File: config.mk
export PLATFORM = sky130hd
export DESIGN_NAME = bus_iface
export DESIGN_NICKNAME = d
export VERILOG_FILES = /design/src/rtl/bus_iface_pkg.sv /design/src/rtl/reply_timer.sv /design/src/rtl/bus_iface.sv
export SDC_FILE = /design/constraint.sdc
export NUM_CORES = 1
export LEC_CHECK = 0
export BUFFER_PORTS_ARGS = -buffer_cell sky130_fd_sc_hd__buf_4
export CAP_MARGIN = 10
export CORE_MARGIN = 10
export CORE_UTILIZATION = 40
export CTS_BUF_LIST = sky130_fd_sc_hd__clkbuf_4
export CTS_CLUSTER_SIZE = 25
export DETAILED_ROUTE_END_ITERATION = 7
export GPL_TIMING_DRIVEN = 0
export PLACE_DENSITY = 0.67
export SETUP_SLACK_MARGIN = 0.4
export SLEW_MARGIN = 20
export SYNTH_ARGS = -nofsm -noshare
export SYNTH_HDL_FRONTEND = slang
export SYNTH_HIERARCHICAL = 1
export SYNTH_SLANG_ARGS = --single-unit
File: constraint.sdc
create_clock -name clk_sys -period 2.15 [get_ports clk_sys]
set_input_delay 0.43 -clock clk_sys [delete_from_list [all_inputs] [get_ports clk_sys]]
set_output_delay 0.43 -clock clk_sys [all_outputs]
set_load 0.01 [all_outputs]
File: src/rtl/bus_iface_pkg.sv
/*
 * Shared constants for the processor-to-backplane bus interface: clock rate,
 * reply timeout and the address bits that mark the I/O page.
 * Assumes a single 20 MHz system clock and synchronous inputs.
 */
package bus_iface_pkg;
    // System clock period in nanoseconds
    localparam int CLK_PERIOD_NS = 50;
    // Reply timeout in nanoseconds (ten microseconds)
    localparam int REPLY_TIMEOUT_NS = 10000;
    // Timeout in clock cycles, rounded down as a longest time
    localparam int REPLY_TIMEOUT_CYC = REPLY_TIMEOUT_NS / CLK_PERIOD_NS;
    // Local address/data bus width
    localparam int ADDR_W = 16;
    // Lowest address bit of the I/O page decode
    localparam int IO_PAGE_LSB = 13;
    // Pattern of the top three bits that selects the I/O page
    localparam logic [2:0] IO_PAGE_TAG = 3'h7;
    // Cycle states of the write sequence
    typedef enum logic [1:0] {
        ST_IDLE = 2'h0,
        ST_ADDR = 2'h1,
        ST_DATA = 2'h3,
        ST_DONE = 2'h2
    } wr_state_t;
endpackage

File: src/rtl/reply_timer.sv
/*
 * Reply timeout counter: counts while a bus strobe waits for a reply and
 * holds expiry high once the count reaches the limit, until run drops.
 * Assumes run is held for the whole wait and cleared by the caller.
 */
`timescale 1ns/1ns
module reply_timer
    import bus_iface_pkg::*;
#(
    parameter int LIMIT = REPLY_TIMEOUT_CYC
) (
    input wire logic clk_sys,
    input wire logic sys_rst,
    input wire logic run,
    output logic expired
);
    // Refuse a limit the counter cannot hold
    initial begin
        if (LIMIT < 1 || LIMIT > 65535) begin
            $error("reply_timer LIMIT out of range");
        end
    end

    // Cycles spent waiting so far
    logic [15:0] count;
    // Limit at counter width
    wire [15:0] limit_w = 16'(LIMIT);

    // Count while waiting, restart when the wait ends
    always_ff @(posedge clk_sys) begin
        if (sys_rst || !run) begin
            count <= 16'h0000;
        end else if (count != limit_w) begin
            count <= count + 16'h0001;
        end
    end

    // Expiry is a level held until the wait is released
    assign expired = run && (count == limit_w);
endmodule

File: src/rtl/bus_iface.sv
/*
 * Bridge between the processor's multiplexed local bus and the asynchronous
 * backplane bus: cycle typing, read/write/byte strobes, reply timeout,
 * transceiver direction and I/O-page select.
 * Assumes all processor strobes and bus inputs are synchronous to clk_sys;
 * backplane outputs are active low and drive open-collector buffers outside.
 */
`timescale 1ns/1ns
// Notes on behaviour
// - Cycle type high for cpu, low otherwise
// - Cycle type loaded from cycle select on strobe
// - Cycle-sync clear forces cycle type low
// - Cycle-sync latch stays low during DMA
// - Both selects high: read flag, BDIN low
// - Intack strobe forces in strobe and BDIN
// - Any select low: write, address-phase BWTBT
// - Selects differ: byte; equal: word
// - Byte/word latched; BWTBT held for bytes
// - Priority-in rise drives out strobe, BDOUT
// - Disable latch blocks BWTBT; cycle-sync clears
// - Either strobe starts reply timeout
// - Timeout error cleared per cycle, not on reply
// - Reply raises received and reply-or-timeout
// - No reply: set timeout error, signal halt
// - Transmit for cpu cycles, receive on reads
// - Bus clear low disables transceivers
// - Intack: high byte off, low byte receives
// - Receive has priority over transmit
// - DMA receives until local decode resolves
// - DMA local: BDIN transmits, BDOUT receives
// - Top 8K page asserts BBS7, io flag
// - Clock stopped until reply or timeout
module bus_iface
    import bus_iface_pkg::*;
#(
    parameter int TIMEOUT_CYC = REPLY_TIMEOUT_CYC
) (
    input wire logic clk_sys,
    input wire logic sys_rst,
    input wire logic addr_strobe,
    input wire logic data_strobe,
    input wire logic priority_in_strobe,
    input wire logic cycle_select_n,
    input wire logic low_byte_rw_sel,
    input wire logic high_byte_rw_sel,
    input wire logic intack_in_strobe,
    input wire logic intack_active,
    input wire logic dma_grant_active,
    input wire logic bus_clear_n,
    input wire logic local_select_decode,
    input wire logic [ADDR_W-1:0] local_addr_data_bus,
    input wire logic brply_n,
    input wire logic bdin_in_n,
    input wire logic bdout_in_n,
    input wire logic bsync_in_n,
    output logic bdin_n,
    output logic bdout_n,
    output logic bwtbt_n,
    output logic bbs7_n,
    output logic cpu_cycle_type,
    output logic internal_read_flag,
    output logic internal_in_strobe,
    output logic internal_out_strobe,
    output logic byte_write_flag,
    output logic reply_received,
    output logic reply_or_timeout_n,
    output logic timeout_error,
    output logic io_page_flag,
    output logic cpu_clock_stop,
    output logic xcvr_tx_en,
    output logic xcvr_rx_lo,
    output logic xcvr_rx_hi,
    output logic xcvr_hi_en
);
    // Refuse a timeout the counter cannot serve
    initial begin
        if (TIMEOUT_CYC < 1 || TIMEOUT_CYC > 65535) begin
            $error("bus_iface TIMEOUT_CYC out of range");
        end
    end

    // Previous samples of processor strobes for edge detection
    logic as_q, ds_q, pi_q;
    // Cycle-sync latch: high while the processor cycle is live
    logic cycle_sync_latch;
    // Disable latch: blocks address-phase BWTBT after BDOUT
    logic wr_disable;
    // Delayed reply sample
    logic delayed_reply;
    // Write sequence state
    wr_state_t state, next_state;

    // Edge decodes, all in the clk_sys domain
    wire as_rise = addr_strobe && !as_q;
    wire ds_fall = !data_strobe && ds_q;
    wire ds_rise = data_strobe && !ds_q;
    wire pi_rise = priority_in_strobe && !pi_q;
    wire drr_rise = !brply_n && !delayed_reply;
    // Both selects high means a read
    wire sel_read = low_byte_rw_sel && high_byte_rw_sel;
    // Selects differing means a byte write
    wire sel_byte = low_byte_rw_sel ^ high_byte_rw_sel;
    // I/O page: top three address bits all set
    wire io_page_hit = (local_addr_data_bus[ADDR_W-1:IO_PAGE_LSB] == IO_PAGE_TAG);
    // Address-phase BWTBT: write selected, strobe high, not yet disabled
    wire bwtbt_addr = !sel_read && data_strobe && !wr_disable && cycle_sync_latch && !dma_grant_active;
    // Timer runs while either strobe waits and no reply has come
    wire timer_run = (internal_in_strobe || internal_out_strobe) && !reply_received;
    wire timer_expired;

    // Sample strobes for edge detection
    always_ff @(posedge clk_sys) begin
        if (sys_rst) begin
            as_q <= 1'b0;
            ds_q <= 1'b1;
            pi_q <= 1'b0;
            delayed_reply <= 1'b0;
        end else begin
            as_q <= addr_strobe;
            ds_q <= data_strobe;
            pi_q <= priority_in_strobe;
            delayed_reply <= !brply_n;
        end
    end

    // Cycle type and cycle-sync; bus clear acts as the cycle-sync clear
    always_ff @(posedge clk_sys) begin
        if (sys_rst || !bus_clear_n) begin
            cpu_cycle_type <= 1'b0;
            cycle_sync_latch <= 1'b0;
        end else begin
            if (as_rise) begin
                cpu_cycle_type <= !cycle_select_n;
                cycle_sync_latch <= !cycle_select_n && !dma_grant_active;
            end else if (drr_rise && dma_grant_active) begin
                cycle_sync_latch <= 1'b0;
            end else if (drr_rise || timeout_error) begin
                cycle_sync_latch <= 1'b0;
            end
        end
    end

    // Read flag and byte/word latch
    always_ff @(posedge clk_sys) begin
        if (sys_rst || !cycle_sync_latch) begin
            internal_read_flag <= 1'b0;
            byte_write_flag <= 1'b0;
        end else if (ds_fall) begin
            internal_read_flag <= sel_read && !dma_grant_active;
            byte_write_flag <= !sel_read && sel_byte;
        end
    end

    // Write sequence state register
    always_ff @(posedge clk_sys) begin
        if (sys_rst) begin
            state <= ST_IDLE;
        end else begin
            state <= next_state;
        end
    end

    // Write sequence: address phase, data phase, done
    always_comb begin
        next_state = state;
        case (state)
            ST_IDLE: if (cycle_sync_latch && !sel_read) next_state = ST_ADDR;
            ST_ADDR: if (ds_fall) next_state = ST_DATA;
            // The data strobe pin is low while the processor asserts it, so the write goes out then
            ST_DATA: if (pi_rise && cpu_cycle_type && !data_strobe) next_state = ST_DONE;
            ST_DONE: if (!cycle_sync_latch) next_state = ST_IDLE;
            default: next_state = ST_IDLE;
        endcase
        if (!cycle_sync_latch) begin
            next_state = ST_IDLE;
        end
    end

    // Output strobe and disable latch, cleared with cycle-sync
    always_ff @(posedge clk_sys) begin
        if (sys_rst || !cycle_sync_latch) begin
            internal_out_strobe <= 1'b0;
            wr_disable <= 1'b0;
        end else if (state == ST_DATA && next_state == ST_DONE) begin
            internal_out_strobe <= 1'b1;
            wr_disable <= 1'b1;
        end
    end

    // Reply and timeout status
    always_ff @(posedge clk_sys) begin
        if (sys_rst) begin
            reply_received <= 1'b0;
            timeout_error <= 1'b0;
        end else begin
            reply_received <= !brply_n;
            if (timer_expired && brply_n) begin
                timeout_error <= 1'b1;
            end else if (as_rise) begin
                timeout_error <= 1'b0;
            end
        end
    end

    // Reply timeout counter on the module clock
    reply_timer #(
        .LIMIT(TIMEOUT_CYC)
    ) u_timer (
        .clk_sys(clk_sys),
        .sys_rst(sys_rst),
        .run(timer_run),
        .expired(timer_expired)
    );

    // Input strobe: processor read, or intack regardless of selects
    assign internal_in_strobe = internal_read_flag || intack_in_strobe;
    // Backplane strobes, active low
    assign bdin_n = !internal_in_strobe;
    assign bdout_n = !internal_out_strobe;
    // Data phase runs from the strobe fall, before and after the output strobe
    wire bwtbt_data = (state == ST_DATA || state == ST_DONE) && byte_write_flag;
    // BWTBT: address phase of any write, data phase of byte writes only
    assign bwtbt_n = !(bwtbt_addr || bwtbt_data) || internal_read_flag;
    // Reply or timeout releases the clock and ready logic
    assign reply_or_timeout_n = !(reply_received || timeout_error);
    // Clock stopped while a data strobe waits for release
    assign cpu_clock_stop = (internal_in_strobe || internal_out_strobe) && reply_or_timeout_n;
    // I/O page during processor cycles only
    assign io_page_flag = io_page_hit && !cycle_select_n && !dma_grant_active;
    assign bbs7_n = !io_page_flag;

    // Transceiver direction; receive wins over transmit
    wire dma_local = dma_grant_active && local_select_decode && !bsync_in_n;
    wire rx_dma = dma_grant_active && !(dma_local && !bdin_in_n);
    wire rx_read = internal_read_flag && !local_select_decode && reply_received;
    wire rx_lo_raw = rx_dma || rx_read || intack_active;
    wire rx_hi_raw = (rx_dma || rx_read) && !intack_active;
    wire tx_raw = cycle_sync_latch || dma_local;
    assign xcvr_rx_lo = bus_clear_n && rx_lo_raw;
    assign xcvr_rx_hi = bus_clear_n && rx_hi_raw;
    assign xcvr_tx_en = bus_clear_n && tx_raw && !rx_lo_raw && !rx_hi_raw;
    assign xcvr_hi_en = bus_clear_n && !intack_active;

    // Timeout sets the error only after the full count without a reply
    property p_timeout_set;
        @(posedge clk_sys) disable iff (sys_rst)
        timer_expired && brply_n |=> timeout_error;
    endproperty
    a_timeout_set: assert property (p_timeout_set) else $error("timeout not flagged");

    property p_bdin_read;
        @(posedge clk_sys) disable iff (sys_rst)
        internal_read_flag |-> !bdin_n;
    endproperty
    a_bdin_read: assert property (p_bdin_read) else $error("BDIN not low on read");

    property p_rx_prio;
        @(posedge clk_sys) disable iff (sys_rst)
        (xcvr_rx_lo || xcvr_rx_hi) |-> !xcvr_tx_en;
    endproperty
    a_rx_prio: assert property (p_rx_prio) else $error("transmit with receive");

    property p_bus_clear;
        @(posedge clk_sys) disable iff (sys_rst)
        !bus_clear_n |-> !xcvr_tx_en && !xcvr_rx_lo && !xcvr_rx_hi;
    endproperty
    a_bus_clear: assert property (p_bus_clear) else $error("transceiver active in bus clear");

    property p_bbs7;
        @(posedge clk_sys) disable iff (sys_rst)
        (&local_addr_data_bus[ADDR_W-1:IO_PAGE_LSB] && !cycle_select_n && !dma_grant_active) |-> !bbs7_n && io_page_flag;
    endproperty
    a_bbs7: assert property (p_bbs7) else $error("BBS7 missing");

    property p_type_load;
        @(posedge clk_sys) disable iff (sys_rst || !bus_clear_n)
        as_rise |=> cpu_cycle_type == !$past(cycle_select_n);
    endproperty
    a_type_load: assert property (p_type_load) else $error("cycle type not loaded");

    property p_reply;
        @(posedge clk_sys) disable iff (sys_rst)
        !brply_n |=> reply_received && !reply_or_timeout_n;
    endproperty
    a_reply: assert property (p_reply) else $error("reply not seen");

    property p_intack_hi;
        @(posedge clk_sys) disable iff (sys_rst)
        intack_active |-> !xcvr_hi_en && !xcvr_rx_hi;
    endproperty
    a_intack_hi: assert property (p_intack_hi) else $error("high byte active in intack");

    property p_bdout_issue;
        @(posedge clk_sys) disable iff (sys_rst)
        (state == ST_DATA) && pi_rise && cpu_cycle_type && !data_strobe && cycle_sync_latch |=> !bdout_n;
    endproperty
    a_bdout_issue: assert property (p_bdout_issue) else $error("BDOUT not issued on priority-in");

    property p_tmo_clear;
        @(posedge clk_sys) disable iff (sys_rst)
        as_rise && !(timer_expired && brply_n) |=> !timeout_error;
    endproperty
    a_tmo_clear: assert property (p_tmo_clear) else $error("timeout error not cleared");
endmodule

==> results of run 1 <==
==> logic make-up after synthesis <==
family / count (synthesis) / share of synthesized area
multiplexers: 8 / 0.05756
AO/OA/AOI/OAI: 26 / 0.1205
AND/OR/NAND/NOR: 83 / 0.3417
buffers and inverters: 14 / 0.03777
adder cells (fa/ha/maj): 3 / 0.02698
flip-flops: 28 / 0.4029
XOR/XNOR: 2 / 0.01259
==> metrics by stage <==
step                area, sq um  power, uW
finish                     1846      852.6
detailed placement         1719      645.1
CTS                        1807      865.9
global placement           1719      641.9
floorplan                  1391      587.0
global route               1846      891.5
==> synth_stat cells <==
| cell type | n |
|---|---|
| o2111ai_1 | 1 |
| and2_1 | 1 |
| and2_2 | 1 |
| o31ai_1 | 4 |
| and4bb_1 | 1 |
| dfxtp_1 | 28 |
| or4_1 | 5 |
| and3b_1 | 1 |
| nand2_1 | 17 |
| o21a_1 | 1 |
| nor2_1 | 15 |
| or4_4 | 1 |
| nand2b_1 | 9 |
| or3_1 | 3 |
| nor4_1 | 4 |
| ha_1 | 3 |
| a22oi_1 | 1 |
| and2b_1 | 1 |
| nor2b_1 | 6 |
| or3b_2 | 1 |
| a211oi_1 | 2 |
| nand3_1 | 5 |
| clkbuf_1 | 3 |
| o41ai_1 | 2 |
| nor3b_1 | 1 |
| o21ai_0 | 3 |
| nor3_1 | 1 |
| o22ai_1 | 2 |
| mux2i_1 | 8 |
| or2_2 | 2 |
| nand4_1 | 6 |
| nand4b_1 | 1 |
| xor2_1 | 2 |
| a21oi_1 | 9 |
| nor4_4 | 1 |
| o311ai_0 | 1 |
| inv_1 | 11 |
==> cell type report <==
class,instances,area [sq um],share of cell area
Timing Repair Buffer,43,322.8,0.1749
Tap cell,46,57.56,0.03119
Clock inverter,1,3.754,0.002034
Inverter,11,41.29,0.02237
Clock buffer,3,22.52,0.01220
Multi-Input combinational cell,122,808.3,0.4380
Buffer,3,13.76,0.007458
Sequential cell,28,575.6,0.3119
==> power by group <==
part | total (uW) | switching, uW | internal (uW) | leakage [uW]
registers | 529 | 5.24 | 524 | 0.000231
logic | 109 | 51.4 | 58.0 | 0.000453
clock network | 214 | 146 | 68.2 | 0.0000154
==> layout by cell type, fill, tap and decap left out, types with 2 or more instances in the layout <==
master	count
xor2_1	2
or4_1	5
inv_1	11
clkbuf_4	3
dfxtp_2	3
o21ai_0	3
nand4_1	6
mux2i_1	8
o31ai_1	4
dfxtp_4	3
buf_4	43
nor2_1	14
clkbuf_2	2
or3_1	3
nand2b_1	9
a21oi_1	9
nor4_1	4
nand2_1	17
a211oi_1	2
nor2b_1	5
dfxtp_1	22
ha_1	3
nand3_1	5
==> worst max-delay path, delay by kind of cell <==
| family | cells | cell delay, ps |
|---|---|---|
| fa+ha+maj | 1 | 230 |
| compound gates | 1 | 270 |
| buf+inv | 2 | 260 |
| simple gates | 1 | 90 |
==> path summary, 6_finish.rpt <==
| path | start | endpoint | slack (ps) | depth (start not counted) |
|---|---|---|---|---|
| max | low_byte_rw_sel | bwtbt_n | 450 | 5 |
| min | brply_n | reply_received | 250 | 2 |
| max reg2reg | u_timer/count[4] | timeout_error | 470 | 5 |
| min reg2reg | u_timer/count[15] | u_timer/count[15] | 490 | 2 |
==> what timing repair did <==
action,4_1_cts,5_1_grt
buffers inserted,4,3
pin swaps,2,3
gates resized for setup,14,6
endpoints found under the setup margin,14,13
==> layer usage <==
| layer | routed length, um | global-route usage |
|---|---|---|
| met5 | 0 | 0 |
| met2 | 1976 | 0.2227 |
| met4 | 25 | 0.02867 |
| met1 | 1603 | 0.1376 |
| met3 | 179 | 0.03378 |
==> results.md, run 1 <==
- Run status: completed
- Post-detailed-placement half-perimeter wirelength: approximately 2900 um
- Slew Viols, Final: 0
- Hold crit path type: in -> reg
- Fin crit share: 0.7897
- Final count of hold timing violations: 0
- Cell area after synthesis: approximately 1400 sq um
- Crit path required time: 1720 ps
- Maximum buffer depth of the clock tree: 2
- Via density per instance: around 5.4
- Critical Path Start Type: input port
- Remaining design rule violation count: 0
- Setup repair after global routing missed its margin: true
- Die extent in y: slightly below 80 um
- Clock latency on the worst-skew pair: approximately 330 ps
- Ratio of total power to cell area: around 460 nW/um^2
- Max Cap Viol: 0
- Synthesis-stage register bit count: 28
- Worst Setup Slack post-DPL: 162.5 ps
- Initial standard-cell utilization of the core: 0.4169
- TritonCTS clock tree: yes
- Reg clk slew, reported paths: approximately 140 ps
- Area of the core region: roughly 3300 sq um
- Distinct cells, synth: 37
- Largest net degree at the start of global routing: 16
- Cell Count Post-Placement: approximately 250
- Highest-delay cell along the critical path: o41ai_2
- Drt first pass iters: 4
- Most flop-heavy register: u_timer/count
- First-pass GRT wire length: roughly 6400 um
- Final number of setup-violating endpoints: 0
- Worst Hold Slack: roughly 250 ps
- DR WL/cell: approximately 15 um
- Seq/Total Area, Yosys: 0.4029
- Min setup slack post-route: ~450 ps
- VDD IR-drop max: 380.7 uV
- Final worst clock skew: approximately 7.5 ps
- Mapped Nets: 200
- Highest clock rate: ~600 MHz
- Crit path max fanout: 3
- TritonCTS sink count: 28
- Count of synthesis-stage warnings from yosys: 6
- Worst Setup End Kind: primary output
- Flip-flop count of the largest register after layout: 16
- # port buffers: 36
- Worst Path Class, Setup: in -> out
- Aggregate routed wire length: between 3000 and 4000 um
- Dominant cells by area after synthesis: dfxtp_1 40%, mux2i_1 5.8%, nand2_1 4.6%
- Number of buffers added by the clock tree synthesis step: 3
- Total number of vias: approximately 1400
- Quantity of hold-fixing buffers added after cts: 0
- Total I/O pin count: 51
- Synthesized area per cell: roughly 8.5 sq um
- Core occupancy in the finished layout: 0.5531
- Count of H-tree levels built during CTS: 1
- Largest registers: u_timer/count (16), state (2)
- FP Rows: 21
- Number of antenna violations at the first check in global routing: 0
- Count of inserted antenna diode cells: 0
- Worst-Margin Slew: 430.3 ps
- Fillers: roughly 320
- Time the worst path needs with I/O delays and setup: between 1500 and 2000 ps
- Width of the chip: between 70 and 80 um
- Last weighted congestion value of the routability-driven placer: approximately 0.8
- Most used cell, CP: buf_4
- CTS root buf: clkbuf_4
- Violation count after the first detailed-route iteration: between 60 and 70
- Synthesis-to-layout area growth: 32.64%
- Total Routing Usage GR: 0.1225
- Final total negative setup slack: 0 ps
- Layout cells sized above 1: 0.3033
- Layout Cells excl Fill: 257
- Overflow after GRT: 0
- Number of instances in the synthesized netlist: about 160
- Arrival time of data at the critical path endpoint: between 1000 and 1500 ps
- Share of the synthesized area in the top cell type: 0.4029
- Leakage Power: between 0.0006 and 0.0007 uW
- Vias in the first global route: around 1400
- CP max stage delay: between 200 and 300 ps
- Total Die Area: about 6200 sq um
- Slew headroom: 0.7131
- Number of nets in the layout: approximately 250
- ANT nets after route: 0
- Critical path, cell by cell: buf_4 > ha_1 > o41ai_2 > nand2b_1 > buf_4
- Biggest area consumer among synthesized cells: dfxtp_1
Power figures use the tool's default switching activity.
==> inputs of run 2 (changes only) <==
clock period = 1.75 ns   (was 2.15 ns; I/O delays follow)
==> run 2 against run 1 <==
- cell count grew 7.0%
- highest routed layer unchanged
- via count rose by 8.4%
- clock skew up 10 ps
- cell area rose by 27%
- first-iteration DRC count grew 100%
- register-to-register slack worse by 430 ps
- global-route usage rose by 1.2 points
- combinational power is 68% higher
- sequential cell count stayed put
- core utilization is 15 points higher
- sequential power increased by 22%
- sequential share of layout area down 5.9 points
==> results.md, run 2 (synthesis results as in run 1) <==
- Critical Path Start Type: flip-flop
- Crit path max fanout: 3
- Count of inserted antenna diode cells: 0
- Fin crit share: 0.9795
- Remaining design rule violation count: 0
- Highest-delay cell along the critical path: or4_4
- Internal power: 823.6 uW
- Most common library cell in the layout ignoring fill and taps: buf_4
- Sequential cell fraction of total power: 0.585
- Initial standard-cell utilization of the core: 0.4169
- Vias in the first global route: 1502
- Min setup slack post-route: approximately 36 ps
- First-pass GRT wire length: between 7000 and 8000 um
- Placed instance area: about 1800 sq um
- Leakage Power: 0.0009427 uW
- Critical path, cell by cell: or4_4 > nor4_4 > buf_4 > mux2i_1
- VDD IR-drop max: ~320 uV
- Drt first pass iters: 4
- Total I/O pin count: 51
- Final count of hold timing violations: 0
- Largest net degree at the start of global routing: 16
- Overflow after GRT: 0
- Highest clock rate: a little under 600 MHz
- ANT nets after route: 0
- Aggregate routed wire length: 4652 um
- Width of the chip: 78.98 um
- Die extent in y: approximately 80 um
- Most flop-heavy register: u_timer/count
- Total Routing Usage GR: 0.1346
- Flip-flop count of the largest register after layout: 16
- DR WL/cell: approximately 17 um
- Global routing usage on met3: 0.02815
- Layout cells sized above 1: 0.5284
- Max Cap Viol: 0
- Quantity of hold-fixing buffers added after cts: 0
- Number of antenna violations at the first check in global routing: 0
- Worst Setup Slack post-DPL: between 50 and 60 ps
- Clock latency on the worst-skew pair: roughly 340 ps
- Slew headroom: 0.7181
- Worst Path Class, Setup: reg -> reg
- Maximum buffer depth of the clock tree: 2
- Total Die Area: about 6200 sq um
- Critical path's top delay family: simple AND/OR/NAND/NOR gates
- Proportion of power drawn by the clock network: 0.249
- TritonCTS clock tree: yes
- Crit path required time: roughly 2000 ps
- Violation count after the first detailed-route iteration: ~130
- Hold crit path type: in -> reg
- Time the worst path needs with I/O delays and setup: 1714 ps
- Last weighted congestion value of the routability-driven placer: 0.8579
- Area of the core region: between 3000 and 4000 sq um
- Ratio of total power to cell area: roughly 470 nW/um^2
- Final worst clock skew: 17.85 ps
- Met1 capacity usage during global routing: 0.1501
- Run status: completed
- Fillers: 255
- CTS root buf: clkbuf_4
- Arrival time of data at the critical path endpoint: slightly below 2000 ps
- Total number of vias: between 1000 and 1500
- Buffers plus inverters on the worst setup path: 1
- Summed area of non-filler cells in the final layout: between 2000 and 2500 sq um
- Most Crowded Layer GR: met2
- Logic gate share of total power: 0.166
- Via density per instance: 5.444
- Reg clk slew, reported paths: roughly 160 ps
- Largest registers: u_timer/count (16), state (2)
- Commonest cells after routing, fill and taps aside: 42 x buf_4, 17 x buf_6, 15 x nand2_1
- Switching portion of total power: 0.2537
- Final number of setup-violating endpoints: 0
- Worst Setup End Kind: flip-flop
- Worst Hold Slack: about 170 ps
- CP max stage delay: roughly 560 ps
- Post-detailed-placement half-perimeter wirelength: approximately 2700 um
- P_sw: 280.0 uW
- # port buffers: 36
- Worst-Margin Slew: about 420 ps
- Number of nets in the layout: roughly 270
- GR Util met2: 0.2496
- Count of H-tree levels built during CTS: 1
- Number of buffers added by the clock tree synthesis step: 3
- TritonCTS sink count: 28
- FP Rows: 21
- Synthesis-to-layout area growth: 68.53%
- Setup repair after global routing missed its margin: true
- Slew Viols, Final: 0
[run 2: cell types whose count changed in the layout (fill, tap and decap cells not counted), moves of 4 or more]
cell | previous run | this run
buf_6 | 0 | 17
dfxtp_1 | 22 | 14
dfxtp_2 | 3 | 8
inv_1 | 11 | 7
nor4_1 | 4 | 0
nor4_4 | 1 | 5
o31ai_1 | 4 | 0
or4_1 | 5 | 1
or4_4 | 1 | 5
[run 2: layout make-up]
class                      count  area, sq um  share of cell area
clock buffer                   3        22.52            0.009605
tap                           46        57.56             0.02455
multi-input combinational    122         1042              0.4445
buffer                         3        46.29             0.01974
clock inverter                 1        3.754            0.001601
sequential                    28        593.1              0.2529
timing repair buffer          61        535.5              0.2284
inverter                      11        43.79             0.01868
[run 2: path summary, 6_finish.rpt]
kind	start	to	slack, ps	cells after the start
worst max-delay path	u_timer/count[5]	u_timer/count[1]	40	4
worst min register to register	u_timer/count[15]	u_timer/count[15]	490	2
worst max register to register	u_timer/count[5]	u_timer/count[1]	40	4
worst min-delay path	brply_n	reply_received	170	2
[run 2: metal layers]
| layer | vias up | part of all wire |
|---|---|---|
| met3 | 6 | 0.052 |
| li1 | 716 | - |
| met1 | 732 | 0.42 |
| met5 | - | 0 |
| met2 | 43 | 0.52 |
| met4 | 0 | 0.012 |
[run 2: through the flow]
stage | TNS (ps) | power (uW) | utilization | instances
after floorplan | 0 | 725.8 | - | 164
after global placement | 0 | 793.3 | 0.5257 | 246
after detailed placement | 0 | 796.7 | 0.5257 | 246
after CTS | 0 | 1088 | 0.6412 | 269
after global routing | -39.39 | 1149 | 0.7027 | 275
final | 0 | 1104 | 0.7027 | 275
[run 2: power groups by stage]
stage	combinational, uW	clock [uW]	sequential, uW
4_1_cts	169	274	645
3_5_place_dp	129	0	668
5_1_grt	198	304	647
6_report	183	275	646
3_3_place_gp	126	0	668
2_1_floorplan	59.3	0	667
[run 2: repair_timing]
action,CTS,global route
buffers inserted,18,6
cloned,1,0
pin swaps,16,14
endpoints found under the hold margin,0,0
resized for setup,58,35
setup endpoints to repair,21,28
